$ cat config.mk
export PLATFORM = sky130hd
export DESIGN_NAME = pci_target
export DESIGN_NICKNAME = d
export VERILOG_FILES = /design/src/design/pci_tgt_pkg.sv /design/src/design/be_check.sv /design/src/design/parity_unit.sv /design/src/design/pci_target.sv
export SDC_FILE = /design/constraint.sdc
export NUM_CORES = 1
export LEC_CHECK = 0
export BUFFER_PORTS_ARGS = -buffer_cell sky130_fd_sc_hd__clkbuf_2
export CORE_UTILIZATION = 35
export DETAILED_ROUTE_END_ITERATION = 10
export MAX_ROUTING_LAYER = met4
export PLACE_DENSITY = 0.61
export SYNTH_ARGS = -nofsm -noshare
export SYNTH_HDL_FRONTEND = slang
export SYNTH_SLANG_ARGS = --single-unit
$ cat constraint.sdc
create_clock -name sys_clk_in -period 3.1 [get_ports sys_clk_in]
set_clock_uncertainty 0.05 [all_clocks]
set_input_delay 0 -clock sys_clk_in [delete_from_list [all_inputs] [get_ports sys_clk_in]]
set_output_delay 0 -clock sys_clk_in [all_outputs]
set_load 0.03 [all_outputs]
$ cat src/design/pci_tgt_pkg.sv
// Shared constants for the single-phase expansion bus target.
// Assumes the bus clock and reset are common to every user of it.
package pci_tgt_pkg;

	// ------------------------------------------------------------
	// Bus commands, as seen on the command/byte-enable lines
	// ------------------------------------------------------------
	localparam logic [3:0] CMD_IO_RD = 4'h2;
	localparam logic [3:0] CMD_IO_WR = 4'h3;
	localparam logic [3:0] CMD_MEM_RD = 4'h6;
	localparam logic [3:0] CMD_MEM_WR = 4'h7;
	localparam logic [3:0] CMD_CFG_RD = 4'ha;
	localparam logic [3:0] CMD_CFG_WR = 4'hb;
	localparam logic [3:0] CMD_MEM_RD_MULT = 4'hc;
	localparam logic [3:0] CMD_MEM_RD_LINE = 4'he;
	localparam logic [3:0] CMD_MEM_WR_INV = 4'hf;

	// ------------------------------------------------------------
	// Address spaces, field positions and reset values
	// ------------------------------------------------------------
	localparam logic [1:0] SPACE_CFG = 2'h0;
	localparam logic [1:0] SPACE_IO = 2'h1;
	localparam logic [1:0] SPACE_MEM = 2'h2;
	localparam int CMD_WRITE_BIT = 0;
	localparam logic CTL_RESET = 1'h1;
	localparam logic OE_RESET = 1'h0;
	localparam logic [31:0] DATA_RESET = 32'h0000_0000;

	// ------------------------------------------------------------
	// Target sequencer states
	// ------------------------------------------------------------
	typedef enum logic [2:0] {
		ST_IDLE, ST_CLAIM, ST_CHECK, ST_DATA, ST_DISC, ST_ABORT, ST_TURN
	} tgt_state_type;

endpackage

$ cat src/design/be_check.sv
// Byte-enable versus low address bit consistency check.
// Assumes byte enables are active low, as on the bus.
`timescale 1ns/1ps
`default_nettype none
module be_check (
	input wire logic [1:0] addr_lo_in, // Address bits 1:0.
	input wire logic [3:0] be_n_in, // Active low byte enables.
	output logic match_out // High when the pair is legal.
);

	// The addressed byte must be enabled and all lower bytes disabled.
	always_comb begin
		case (addr_lo_in)
		2'h0: begin
			match_out = !be_n_in[0];
		end
		2'h1: begin
			match_out = !be_n_in[1] && be_n_in[0];
		end
		2'h2: begin
			match_out = !be_n_in[2] && (&be_n_in[1:0]);
		end
		default: begin
			match_out = !be_n_in[3] && (&be_n_in[2:0]);
		end
		endcase
	end

endmodule
`default_nettype wire

$ cat src/design/parity_unit.sv
// Even parity generation and checking over data and command lines.
// Assumes the bus presents data one clock ahead of its parity bit.
`timescale 1ns/1ps
`default_nettype none
module parity_unit (
	input wire logic sys_clk_in, // Bus clock.
	input wire logic rst_in, // Synchronous reset, active high.
	input wire logic [31:0] ad_in, // Address/data lines as sampled.
	input wire logic [3:0] cbe_n_in, // Command/byte-enable lines.
	input wire logic [31:0] ad_drv_in, // Data that the target drives.
	input wire logic ad_drv_en_in, // High while the target drives data.
	input wire logic par_in, // Parity line as sampled.
	input wire logic chk_addr_in, // This cycle is an address phase.
	input wire logic chk_data_in, // This cycle moves write data.
	output logic par_out, // Generated parity bit.
	output logic par_oe_out, // Parity drive enable.
	output logic addr_err_out, // Address parity error pulse.
	output logic data_err_out // Data parity error pulse.
);

	logic expect_par;
	logic chk_addr_q;
	logic chk_data_q;
	wire logic sample_par = ^{ad_in, cbe_n_in};
	wire logic drive_par = ^{ad_drv_in, cbe_n_in};
	wire logic mismatch = expect_par != par_in;

	// Parity follows its data by one clock, both ways.
	always_ff @(posedge sys_clk_in) begin
		if (rst_in) begin
			expect_par <= 1'h0;
			chk_addr_q <= 1'h0;
			chk_data_q <= 1'h0;
			par_out <= 1'h0;
			par_oe_out <= 1'h0;
			addr_err_out <= 1'h0;
			data_err_out <= 1'h0;
		end else begin
			expect_par <= sample_par;
			chk_addr_q <= chk_addr_in;
			chk_data_q <= chk_data_in;
			par_out <= drive_par;
			par_oe_out <= ad_drv_en_in;
			addr_err_out <= chk_addr_q && mismatch;
			data_err_out <= chk_data_q && mismatch;
		end
	end

endmodule
`default_nettype wire

$ cat src/design/pci_target.sv
// Single data phase bus target with disconnect and target-abort.
// Assumes all bus inputs are synchronous to sys_clk_in and that the
// user side answers reads combinationally from the latched address.
`timescale 1ns/1ps
`default_nettype none

// Functional notes
// - IDSEL with config command selects configuration space
// - Target only, never starts bus transactions
// - Burst: finish first phase, then assert stop
// - No data moves after stop asserted
// - Target-abort drops devsel together with stop
// - Devsel held a clock, trdy off, before abort
// - Address parity error raises system error, aborts
// - Low address bits must match byte enables; checked only for I/O space
// - Byte-enable mismatch: no data, target-abort
// - Accept back-to-back transaction without idle cycle
// - Parity driven one clock after its data
// - Parity spans all data and command lines
// - Parity makes total count of ones even
// - Configuration cycles also generate and check parity
// - Only one data phase per transaction
module pci_target
	import pci_tgt_pkg::*;
#(
	parameter logic [31:0] IO_BASE = 32'h0000_0300,
	parameter int IO_ADDR_BITS = 5,
	parameter logic [31:0] MEM_BASE = 32'h000d_0000,
	parameter int MEM_ADDR_BITS = 14
) (
	input wire logic sys_clk_in, // Bus clock.
	input wire logic rst_in, // Synchronous reset, active high.
	input wire logic frame_n_in, // Cycle frame, active low.
	input wire logic irdy_n_in, // Initiator ready, active low.
	input wire logic idsel_in, // Configuration select.
	input wire logic [31:0] ad_in, // Address/data lines sampled.
	input wire logic [3:0] cbe_n_in, // Command/byte enables.
	input wire logic par_in, // Parity line sampled.
	input wire logic [31:0] rdata_in, // Read data from user side.
	output logic [31:0] ad_out, // Read data driven to the bus.
	output logic ad_oe_out, // Address/data drive enable.
	output logic par_out, // Parity driven to the bus.
	output logic par_oe_out, // Parity drive enable.
	output logic devsel_n_out, // Device select, active low.
	output logic trdy_n_out, // Target ready, active low.
	output logic stop_n_out, // Stop, active low.
	output logic ctl_oe_out, // Enable for devsel, trdy, stop.
	output logic perr_int_out, // Data parity error pulse.
	output logic serr_int_out, // Address parity error pulse.
	output logic acc_strobe_out, // Data phase completed pulse.
	output logic acc_write_out, // Access is a write.
	output logic [1:0] acc_space_out, // Address space of access.
	output logic [31:0] acc_addr_out, // Latched address.
	output logic [3:0] acc_be_n_out, // Latched byte enables.
	output logic [31:0] acc_wdata_out // Latched write data.
);

	// ------------------------------------------------------------
	// Address decode
	// ------------------------------------------------------------
	tgt_state_type state;
	tgt_state_type next_state;
	logic frame_q;
	logic next_devsel_n;
	logic next_trdy_n;
	logic next_stop_n;
	logic next_ctl_oe;
	logic next_ad_oe;
	logic be_ok;
	logic addr_err;

	// Address phase is the first clock with frame asserted.
	wire logic new_addr = !frame_n_in && frame_q;
	wire logic [3:0] cmd = cbe_n_in;
	wire logic cfg_cmd = cmd == CMD_CFG_RD || cmd == CMD_CFG_WR;
	wire logic io_cmd = cmd == CMD_IO_RD || cmd == CMD_IO_WR;
	wire logic mem_cmd = cmd == CMD_MEM_RD || cmd == CMD_MEM_WR ||
		cmd == CMD_MEM_RD_MULT || cmd == CMD_MEM_RD_LINE ||
		cmd == CMD_MEM_WR_INV;
	wire logic io_match = (ad_in >> IO_ADDR_BITS) ==
		(IO_BASE >> IO_ADDR_BITS);
	wire logic mem_match = (ad_in >> MEM_ADDR_BITS) ==
		(MEM_BASE >> MEM_ADDR_BITS);
	wire logic cfg_hit = idsel_in && cfg_cmd;
	wire logic io_hit = io_cmd && io_match;
	wire logic mem_hit = mem_cmd && mem_match;
	wire logic hit = cfg_hit || io_hit || mem_hit;
	wire logic can_start = state == ST_IDLE || state == ST_TURN;
	wire logic start = can_start && new_addr && hit;
	wire logic [1:0] hit_space = cfg_hit ? SPACE_CFG :
		(io_hit ? SPACE_IO : SPACE_MEM);
	wire logic xfer = state == ST_DATA && !irdy_n_in;
	wire logic be_bad = acc_space_out == SPACE_IO && !be_ok;
	wire logic chk_data = xfer && acc_write_out;

	// ------------------------------------------------------------
	// Helpers
	// ------------------------------------------------------------
	// Byte enables are checked against the latched low address bits.
	be_check u_be_check (
		.addr_lo_in(acc_addr_out[1:0]),
		.be_n_in(acc_be_n_out),
		.match_out(be_ok)
	);

	// Parity covers every access type, configuration included.
	parity_unit u_parity (
		.sys_clk_in(sys_clk_in),
		.rst_in(rst_in),
		.ad_in(ad_in),
		.cbe_n_in(cbe_n_in),
		.ad_drv_in(ad_out),
		.ad_drv_en_in(ad_oe_out),
		.par_in(par_in),
		.chk_addr_in(start),
		.chk_data_in(chk_data),
		.par_out(par_out),
		.par_oe_out(par_oe_out),
		.addr_err_out(addr_err),
		.data_err_out(perr_int_out)
	);

	assign serr_int_out = addr_err;

	// ------------------------------------------------------------
	// Target sequencer
	// ------------------------------------------------------------
	// The device never drives frame or irdy; it only answers.
	always_comb begin
		next_state = state;
		next_devsel_n = devsel_n_out;
		next_trdy_n = trdy_n_out;
		next_stop_n = stop_n_out;
		next_ctl_oe = ctl_oe_out;
		next_ad_oe = ad_oe_out;
		case (state)
		ST_IDLE, ST_TURN: begin
			next_state = ST_IDLE;
			next_ctl_oe = 1'h0;
			next_ad_oe = 1'h0;
			if (start) begin
				next_state = ST_CLAIM;
				next_devsel_n = 1'h0;
				next_ctl_oe = 1'h1;
			end
		end
		ST_CLAIM: begin
			next_state = ST_CHECK;
		end
		ST_CHECK: begin
			if (addr_err || be_bad) begin
				next_state = ST_ABORT;
				next_devsel_n = 1'h1;
				next_stop_n = 1'h0;
			end else begin
				next_state = ST_DATA;
				next_trdy_n = 1'h0;
				next_ad_oe = !acc_write_out;
			end
		end
		ST_DATA: begin
			if (!irdy_n_in) begin
				next_trdy_n = 1'h1;
				next_ad_oe = 1'h0;
				if (!frame_n_in) begin
					next_state = ST_DISC;
					next_stop_n = 1'h0;
				end else begin
					next_state = ST_TURN;
					next_devsel_n = 1'h1;
				end
			end
		end
		ST_DISC, ST_ABORT: begin
			if (frame_n_in) begin
				next_state = ST_TURN;
				next_stop_n = 1'h1;
				next_devsel_n = 1'h1;
			end
		end
		default: begin
			next_state = ST_IDLE;
		end
		endcase
	end

	// Sequencer and bus control registers.
	always_ff @(posedge sys_clk_in) begin
		if (rst_in) begin
			state <= ST_IDLE;
			frame_q <= CTL_RESET;
			devsel_n_out <= CTL_RESET;
			trdy_n_out <= CTL_RESET;
			stop_n_out <= CTL_RESET;
			ctl_oe_out <= OE_RESET;
			ad_oe_out <= OE_RESET;
		end else begin
			state <= next_state;
			frame_q <= frame_n_in;
			devsel_n_out <= next_devsel_n;
			trdy_n_out <= next_trdy_n;
			stop_n_out <= next_stop_n;
			ctl_oe_out <= next_ctl_oe;
			ad_oe_out <= next_ad_oe;
		end
	end

	// ------------------------------------------------------------
	// User side access latches
	// ------------------------------------------------------------
	// Address, space and direction are caught in the address phase.
	always_ff @(posedge sys_clk_in) begin
		if (rst_in) begin
			acc_addr_out <= DATA_RESET;
			acc_space_out <= SPACE_CFG;
			acc_write_out <= 1'h0;
		end else if (start) begin
			acc_addr_out <= ad_in;
			acc_space_out <= hit_space;
			acc_write_out <= cmd[CMD_WRITE_BIT];
		end
	end

	// Byte enables in the first data clock, write data on transfer.
	always_ff @(posedge sys_clk_in) begin
		if (rst_in) begin
			acc_be_n_out <= 4'hf;
			acc_wdata_out <= DATA_RESET;
		end else if (state == ST_CLAIM || xfer) begin
			acc_be_n_out <= cbe_n_in;
			if (xfer && acc_write_out) begin
				acc_wdata_out <= ad_in;
			end
		end
	end

	// Read data is captured as the single data phase opens.
	always_ff @(posedge sys_clk_in) begin
		if (rst_in) begin
			ad_out <= DATA_RESET;
			acc_strobe_out <= 1'h0;
		end else begin
			if (state == ST_CHECK) begin
				ad_out <= rdata_in;
			end
			acc_strobe_out <= xfer;
		end
	end

	wire logic bus_xor = ^{ad_out, cbe_n_in};
endmodule
`default_nettype wire

==> results.py, run 1 <==
metrics = {
    "run_status": {
        "status": "finished, final reports clean",
    },
    "cells_and_area": {
        "fillerInstances": 1391,
        "synthToLayoutAreaGrowth_pct": 45.7,
        "finalNonFillerCells": 1045,
        "diodes": 0,
        "final_core_util": 0.521,
        "fin_nets": 941,
        "drive_gt1_frac": 0.264,
    },
    "worst_setup_path": {
        "worstPathRequired_ps": 3350,
        "worstSetupStartpointType": "input port",
        "arrival_ps": 2880,
        "crit_fanout": 21,
        "critPathCaptureType": "flip-flop",
        "path_class": "input port to flip-flop",
        "rr_worst_depth": 7,
    },
    "floorplanning": {
        "fp.coreArea_um2": 14500,
        "pin_count": 187,
        "rows": 44,
        "fp.dieW_um": 124,
        "initial_core_util": 0.357,
        "die_area_um2": 15300,
        "die_h_um": 124,
    },
    "sta": {
        "rsz0062_at_grt": "false",
        "fin_crit_ps": 2630,
        "hold_viol": 0,
        "slew_headroom": 0.454,
        "finalMaxSlewViolations": 0,
        "finalCritPeriodShare": 0.848,
        "setup_tns_ps": 0,
        "finalSetupViolCount": 0,
        "max_freq_mhz": 381,
        "worstMarginPinSlew_ps": 816,
    },
    "grt": {
        "grt_overflow": 0,
        "grt_pass1_vias": 4564,
        "grt_max_degree": 72,
        "grt_use_total": 0.198,
        "antenna_found_initial": 0,
        "grt_pass1_wl_um": 22400,
    },
    "clock_tree": {
        "clk_latency_ps": 420,
        "cts_max_path_buffers": 2,
        "ctsRootBufferMaster": "clkbuf_16",
        "cts.repair.resized": 0,
        "cts.sinks": 120,
        "post-cts-setup-buffer-count": 0,
        "clk_pin_slew_ps": 50,
        "cts.htree.levels": 4,
        "cts_made_buffers": 17,
        "cts_tree": "built",
    },
    "synthesis": {
        "synth_area_leader_cell": "dfxtp_1",
        "synthCells": 602,
        "ys_ff_latch": 120,
        "synth_cell_types": 45,
        "synth-edff-count": 0,
        "synth_area_per_cell_um2": 8.63,
        "ys_seq_area_frac": 0.462,
        "synth_top_cell_area_share": 0.462,
        "synth_area_leaders": "dfxtp_1 (46%), nand2_1 (9.6%), xnor2_1 (8.3%), mux2i_1 (6.7%), a21oi_1 (6.6%)",
        "synthArstFlopShare": 0,
        "syn_nets": 692,
        "synth_area_um2": 5190,
        "yosysWarnings": 0,
        "ys.flop_type": "dfxtp_1",
    },
    "pwr": {
        "total_power_uw": 5560,
        "p_leak_uw": 0.00350,
        "vdd_drop_max_mv": 0.392,
        "cellPowerDensity_nw_per_um2": 735,
    },
    "hold_path": {
        "hold_path_depth": 2,
        "min_path_type": "input port to flip-flop",
    },
    "placement": {
        "numPortBuffers": 186,
        "hpwl_um": 9720,
        "dp.cells": 944,
        "gp_congestion": 0.736,
    },
    "detailed_routing": {
        "route.detailed.vias_per_inst": 4.66,
        "totalWireLength_um": 14500,
        "drcViolationCount": 0,
        "post_drt_wl_per_cell_um": 13.9,
        "vias": 4868,
        "ant_nets": 0,
        "drt_iter0_markers": 196,
        "drtPass1Iterations": 4,
    },
    "flow_run": {
        "cap_violations": 0,
    },
}
-- metrics by stage --
step                      worst slack, ps  area (µm²)  hold WS (ps)
final                                 472        7570           104
after global routing                  229        7570           102
after CTS                             446        7570          89.0
after detailed placement              565        6250           180
after global placement                623        6250           176
after floorplan                      1280        5190          56.6
-- flip-flops by register name, indices dropped and copies added, names as in the netlist --
name	flops
acc_addr_out	32
acc_be_n_out	4
acc_space_out	2
acc_strobe_out	1
acc_wdata_out	32
acc_write_out	1
ad_oe_out	1
ad_out	32
ctl_oe_out	1
devsel_n_out	1
frame_q	1
state	3
stop_n_out	1
trdy_n_out	1
u_parity.addr_err_out	1
u_parity.chk_addr_q	1
u_parity.chk_data_q	1
u_parity.data_err_out	1
u_parity.expect_par	1
u_parity.par_oe_out	1
u_parity.par_out	1
-- worst paths after layout --
check,startpoint,endpoint,slack [ps]
setup / recovery,cbe_n_in[0],acc_addr_out[28],470
hold / removal,rst_in,ad_oe_out,100
setup reg to reg,state[2],acc_addr_out[28],610
hold reg to reg,u_parity.chk_addr_q,u_parity.addr_err_out,370
-- power by group --
| group | internal (µW) | total, µW | switching [µW] |
|---|---|---|---|
| clock | 1310 | 1990 | 683 |
| sequential | 1700 | 1840 | 145 |
| combinational | 773 | 1730 | 955 |
-- synth_stat cells (all sizes together) (2+ instances only) --
| library cell | number |
|---|---|
| a211o | 5 |
| a211oi | 2 |
| a21oi | 69 |
| a31oi | 3 |
| a32oi | 2 |
| and2 | 3 |
| and3b | 2 |
| buf | 9 |
| clkbuf | 26 |
| dfxtp | 120 |
| ha | 16 |
| inv | 21 |
| mux2i | 35 |
| nand2 | 134 |
| nand2b | 4 |
| nand3 | 3 |
| nand4 | 3 |
| nor2 | 55 |
| nor3 | 5 |
| nor4 | 5 |
| nor4b | 2 |
| o21ai | 4 |
| o21bai | 2 |
| o22ai | 2 |
| or2 | 3 |
| xnor2 | 49 |
| xor2 | 6 |
-- what timing repair did --
action	CTS	global route
hold endpoints to repair	110	0
hold buffers	72	0
endpoints found under the setup margin	0	0
-- worst max-delay path, stage by stage --
cell and delay, ps:
dlygate4sd3_1 520, clkbuf_2 120, inv_1 70, ha_1 190, or2_1 270, nand3_1 130
o41ai_1 140, o21ai_4 690, buf_4 440, mux2i_1 230, nor2_1 50
-- cell type report --
class                           count  area (µm²)  area share
Clock buffer                       20         467      0.0617
Clock inverter                      9         125      0.0165
Inverter                           21        78.8      0.0104
Tap cell                          184         230      0.0304
Multi-Input combinational cell    426        2560       0.338
Timing Repair Buffer              265        1710       0.226
Sequential cell                   120        2400       0.317
-- cells in the final DEF (no fill, tap or decap), types with 3 or more instances in the layout --
cell | synthesis | routed
a211o_1 | 5 | 5
a21oi_1 | 69 | 69
a31oi_1 | 3 | 3
and2_1 | 3 | 3
buf_4 | 2 | 8
bufinv_16 | 0 | 3
clkbuf_16 | 0 | 17
clkbuf_2 | 0 | 185
clkbuf_8 | 0 | 3
clkinv_2 | 0 | 4
dfxtp_1 | 120 | 120
dlygate4sd3_1 | 0 | 72
ha_1 | 16 | 16
inv_1 | 21 | 21
mux2i_1 | 35 | 35
nand2_1 | 133 | 133
nand2b_1 | 4 | 4
nand3_1 | 3 | 3
nand4_1 | 3 | 3
nor2_1 | 55 | 54
nor3_1 | 5 | 5
nor4_1 | 5 | 5
o21ai_0 | 3 | 3
xnor2_1 | 49 | 49
xor2_1 | 6 | 6
-- routing by layer --
metal,global-route usage,up-vias,wire length [µm]
met5,-,-,0
met4,0.0497,0,111
met3,0.0632,10,969
met2,0.313,153,6840
met1,0.244,2223,6600
li1,-,2482,-
-- cell families after synthesis --
| family | after synthesis | share of synthesized area |
|---|---|---|
| multiplexers | 35 | 0.0674 |
| flip-flops | 120 | 0.462 |
| AO/OA/AOI/OAI | 96 | 0.106 |
| AND/OR/NAND/NOR | 223 | 0.181 |
| XOR/XNOR | 56 | 0.0971 |
| buffers and inverters | 56 | 0.0472 |
| adder cells (fa/ha/maj) | 16 | 0.0385 |
(Power assumes the default switching activity.)
==> run 2: changes to the inputs <==
--- a/config.mk
+++ b/config.mk
@@ -9,7 +9,7 @@
 export CORE_UTILIZATION = 35
 export DETAILED_ROUTE_END_ITERATION = 10
 export MAX_ROUTING_LAYER = met4
-export PLACE_DENSITY = 0.61
+export PLACE_DENSITY = 0.63
 export SYNTH_ARGS = -nofsm -noshare
 export SYNTH_HDL_FRONTEND = slang
 export SYNTH_SLANG_ARGS = --single-unit
==> constraint.sdc (replaced) <==
create_clock -name sys_clk_in -period 2.2 [get_ports sys_clk_in]
set_clock_uncertainty 0.05 [all_clocks]
set_input_delay 0 -clock sys_clk_in [delete_from_list [all_inputs] [get_ports sys_clk_in]]
set_output_delay 0 -clock sys_clk_in [all_outputs]
set_load 0.03 [all_outputs]
==> run 2 against run 1 <==
Against the previous run: non-clock buffer count is 8 higher; critical path depth is 1 higher; routed wire length up 2.0%; power grew 43%; register-to-register slack worse by 450 ps; die area is the same; first-iteration DRC count rose by 32%; sequential share of layout area fell by 0.61 points; clock-buffer cell count rose by 2; hold slack worse by 40 ps; sequential power is 41% higher; largest cell class unchanged.
==> results.py, run 2 (same netlist as run 1, synthesis figures left out) <==
metrics = {
    "grt": {
        "grt_pass1_vias": 4630,
        "grt_use_total": 0.197,
        "grt_max_degree": 61,
        "grt_overflow": 0,
        "grt_pass1_wl_um": 22300,
        "antenna_found_initial": 0,
    },
    "sta": {
        "finalMaxSlewViolations": 0,
        "finalCritPeriodShare": 0.954,
        "slew_headroom": 0.533,
        "hold_viol": 0,
        "fin_crit_ps": 2100,
        "finalSetupViolCount": 0,
        "worstMarginPinSlew_ps": 701,
        "timing.final.ws_setup_ps": 102,
        "max_freq_mhz": 477,
    },
    "worst_setup_path": {
        "worstSetupStartpointType": "input port",
        "r2r_slack_ps": 160,
        "path_class": "input port to flip-flop",
        "crit_path_max_incr_delay_ps": 540,
        "rr_worst_depth": 7,
        "reg2reg_from": "state[2]",
        "arrival_ps": 2320,
        "critical_path.top_delay_family": "buffers and inverters",
        "critPathCaptureType": "flip-flop",
        "path_cells": "dlygate4sd3_1 -> clkbuf_2 -> inv_1 -> ha_1 -> or2_1 -> nand3_1 -> o41ai_1 -> buf_4 -> o21ai_4 -> buf_12 -> mux2i_1 -> nor2_1",
        "worstPathRequired_ps": 2420,
        "crit_fanout": 20,
        "crit_buf_inv": 5,
        "slowest_stage": "dlygate4sd3_1",
        "rr_endpoint": "acc_addr_out[16]",
    },
    "detailed_routing": {
        "drtPass1Iterations": 4,
        "post_drt_wl_per_cell_um": 14.0,
        "drt_iter0_markers": 259,
        "ant_nets": 0,
        "vias": 4958,
        "drcViolationCount": 0,
        "route.detailed.vias_per_inst": 4.69,
        "totalWireLength_um": 14800,
    },
    "cells_and_area": {
        "multi_input_area_um2": 2580,
        "top_regs": "acc_addr_out (32), acc_wdata_out (32), ad_out (32)",
        "diodes": 0,
        "register_area_um2": 2400,
        "fin_nets": 950,
        "layout_common_cells": "clkbuf_2 (185), nand2_1 (133), dfxtp_1 (120)",
        "layout_commonest_cell": "clkbuf_2",
        "fillerInstances": 1351,
        "finalNonFillerCells": 1057,
        "synthToLayoutAreaGrowth_pct": 48.5,
        "drive_gt1_frac": 0.271,
    },
    "hold_path": {
        "hold_path_depth": 2,
        "hold_end": "u_parity.expect_par",
        "min_path_type": "input port to flip-flop",
        "hp-start": "rst_in",
    },
    "floorplanning": {
        "fp.dieW_um": 124,
        "initial_core_util": 0.357,
        "rows": 44,
        "fp.coreArea_um2": 14500,
        "die_h_um": 124,
        "pin_count": 187,
        "die_area_um2": 15300,
    },
    "clock_tree": {
        "cts_tree": "built",
        "cts.sinks": 120,
        "clk_latency_ps": 410,
        "cts.htree.levels": 4,
        "cts_max_path_buffers": 2,
        "cts_made_buffers": 17,
        "clk_pin_slew_ps": 50,
        "ctsRootBufferMaster": "clkbuf_16",
    },
    "pwr": {
        "p_leak_uw": 0.00357,
        "cellPowerDensity_nw_per_um2": 1030,
        "vdd_drop_max_mv": 0.492,
    },
    "placement": {
        "numPortBuffers": 186,
        "hpwl_um": 9870,
        "dp.cells": 950,
        "gp_congestion": 0.799,
        "dp_slack_ps": 159,
    },
    "flow_run": {
        "cap_violations": 0,
    },
    "run_status": {
        "status": "finished, final reports clean",
    },
}
## run 2: cell types whose count changed in the layout (fill, tap and decap cells not counted)
cell        previous run  this run
buf_12                 0         4
buf_4                  8        12
clkinv_2               4         0
clkbuf_1               0         3
clkinvlp_4             2         5
clkinv_4               0         2
clkbuf_8               3         2
nor3_1                 5         4
nor3_4                 0         1
o21ai_2                0         1
## run 2: metrics by stage
step           hold slack (ps)  cell area, µm²  TNS [ps]  power (µW)   util
3_5_place_dp               183            6350         0        5070  0.437
3_3_place_gp               177            6350         0        5050  0.437
2_1_floorplan             56.6            5190         0        4440      -
5_1_grt                   65.7            7710     -8.19        8440  0.531
4_1_cts                   55.4            7680         0        8070  0.528
6_report                  63.8            7710         0        7980  0.531
## run 2: layer usage
layer | wire (µm) | track usage | vias to the layer above
met5 | 0 | - | -
met4 | 120 | 0.0587 | 0
met3 | 1010 | 0.0664 | 13
met2 | 7080 | 0.318 | 158
met1 | 6600 | 0.232 | 2278
li1 | - | - | 2509
## run 2: worst max-delay path by stage
stage / from / end / slack (ps) / cells past startpoint
after detailed placement: cbe_n_in[0] / acc_addr_out[9] / 160 / 11
after global placement: cbe_n_in[2] / acc_addr_out[9] / 200 / 10
after floorplan: acc_addr_out[0] / ad_oe_out / 380 / 6
final: cbe_n_in[0] / acc_addr_out[16] / 100 / 12
after CTS: cbe_n_in[0] / acc_addr_out[16] / 40 / 12
after global routing: cbe_n_in[0] / acc_addr_out[16] / -5 / 12
## run 2: repair_timing
action                                  4_1_cts  5_1_grt
hold endpoints to repair                    110        0
gates resized for setup                       0        2
endpoints found under the setup margin        0       33
hold buffers                                 72        0
setup buffers                                 0        2
## run 2: final cells by class
| type | count | share of cell area |
|---|---|---|
| Tap cell | 184 | 0.0298 |
| Clock inverter | 10 | 0.0188 |
| Inverter | 21 | 0.0102 |
| Clock buffer | 22 | 0.0602 |
| Multi-Input combinational cell | 427 | 0.334 |
| Sequential cell | 120 | 0.311 |
| Timing Repair Buffer | 273 | 0.235 |
## run 2: power breakdown
group	internal [µW]	leakage, µW	switching [µW]
clock network	1840	0.000279	1000
logic	1140	0.00232	1400
registers	2390	0.000970	194
total	5380	0.00357	2600
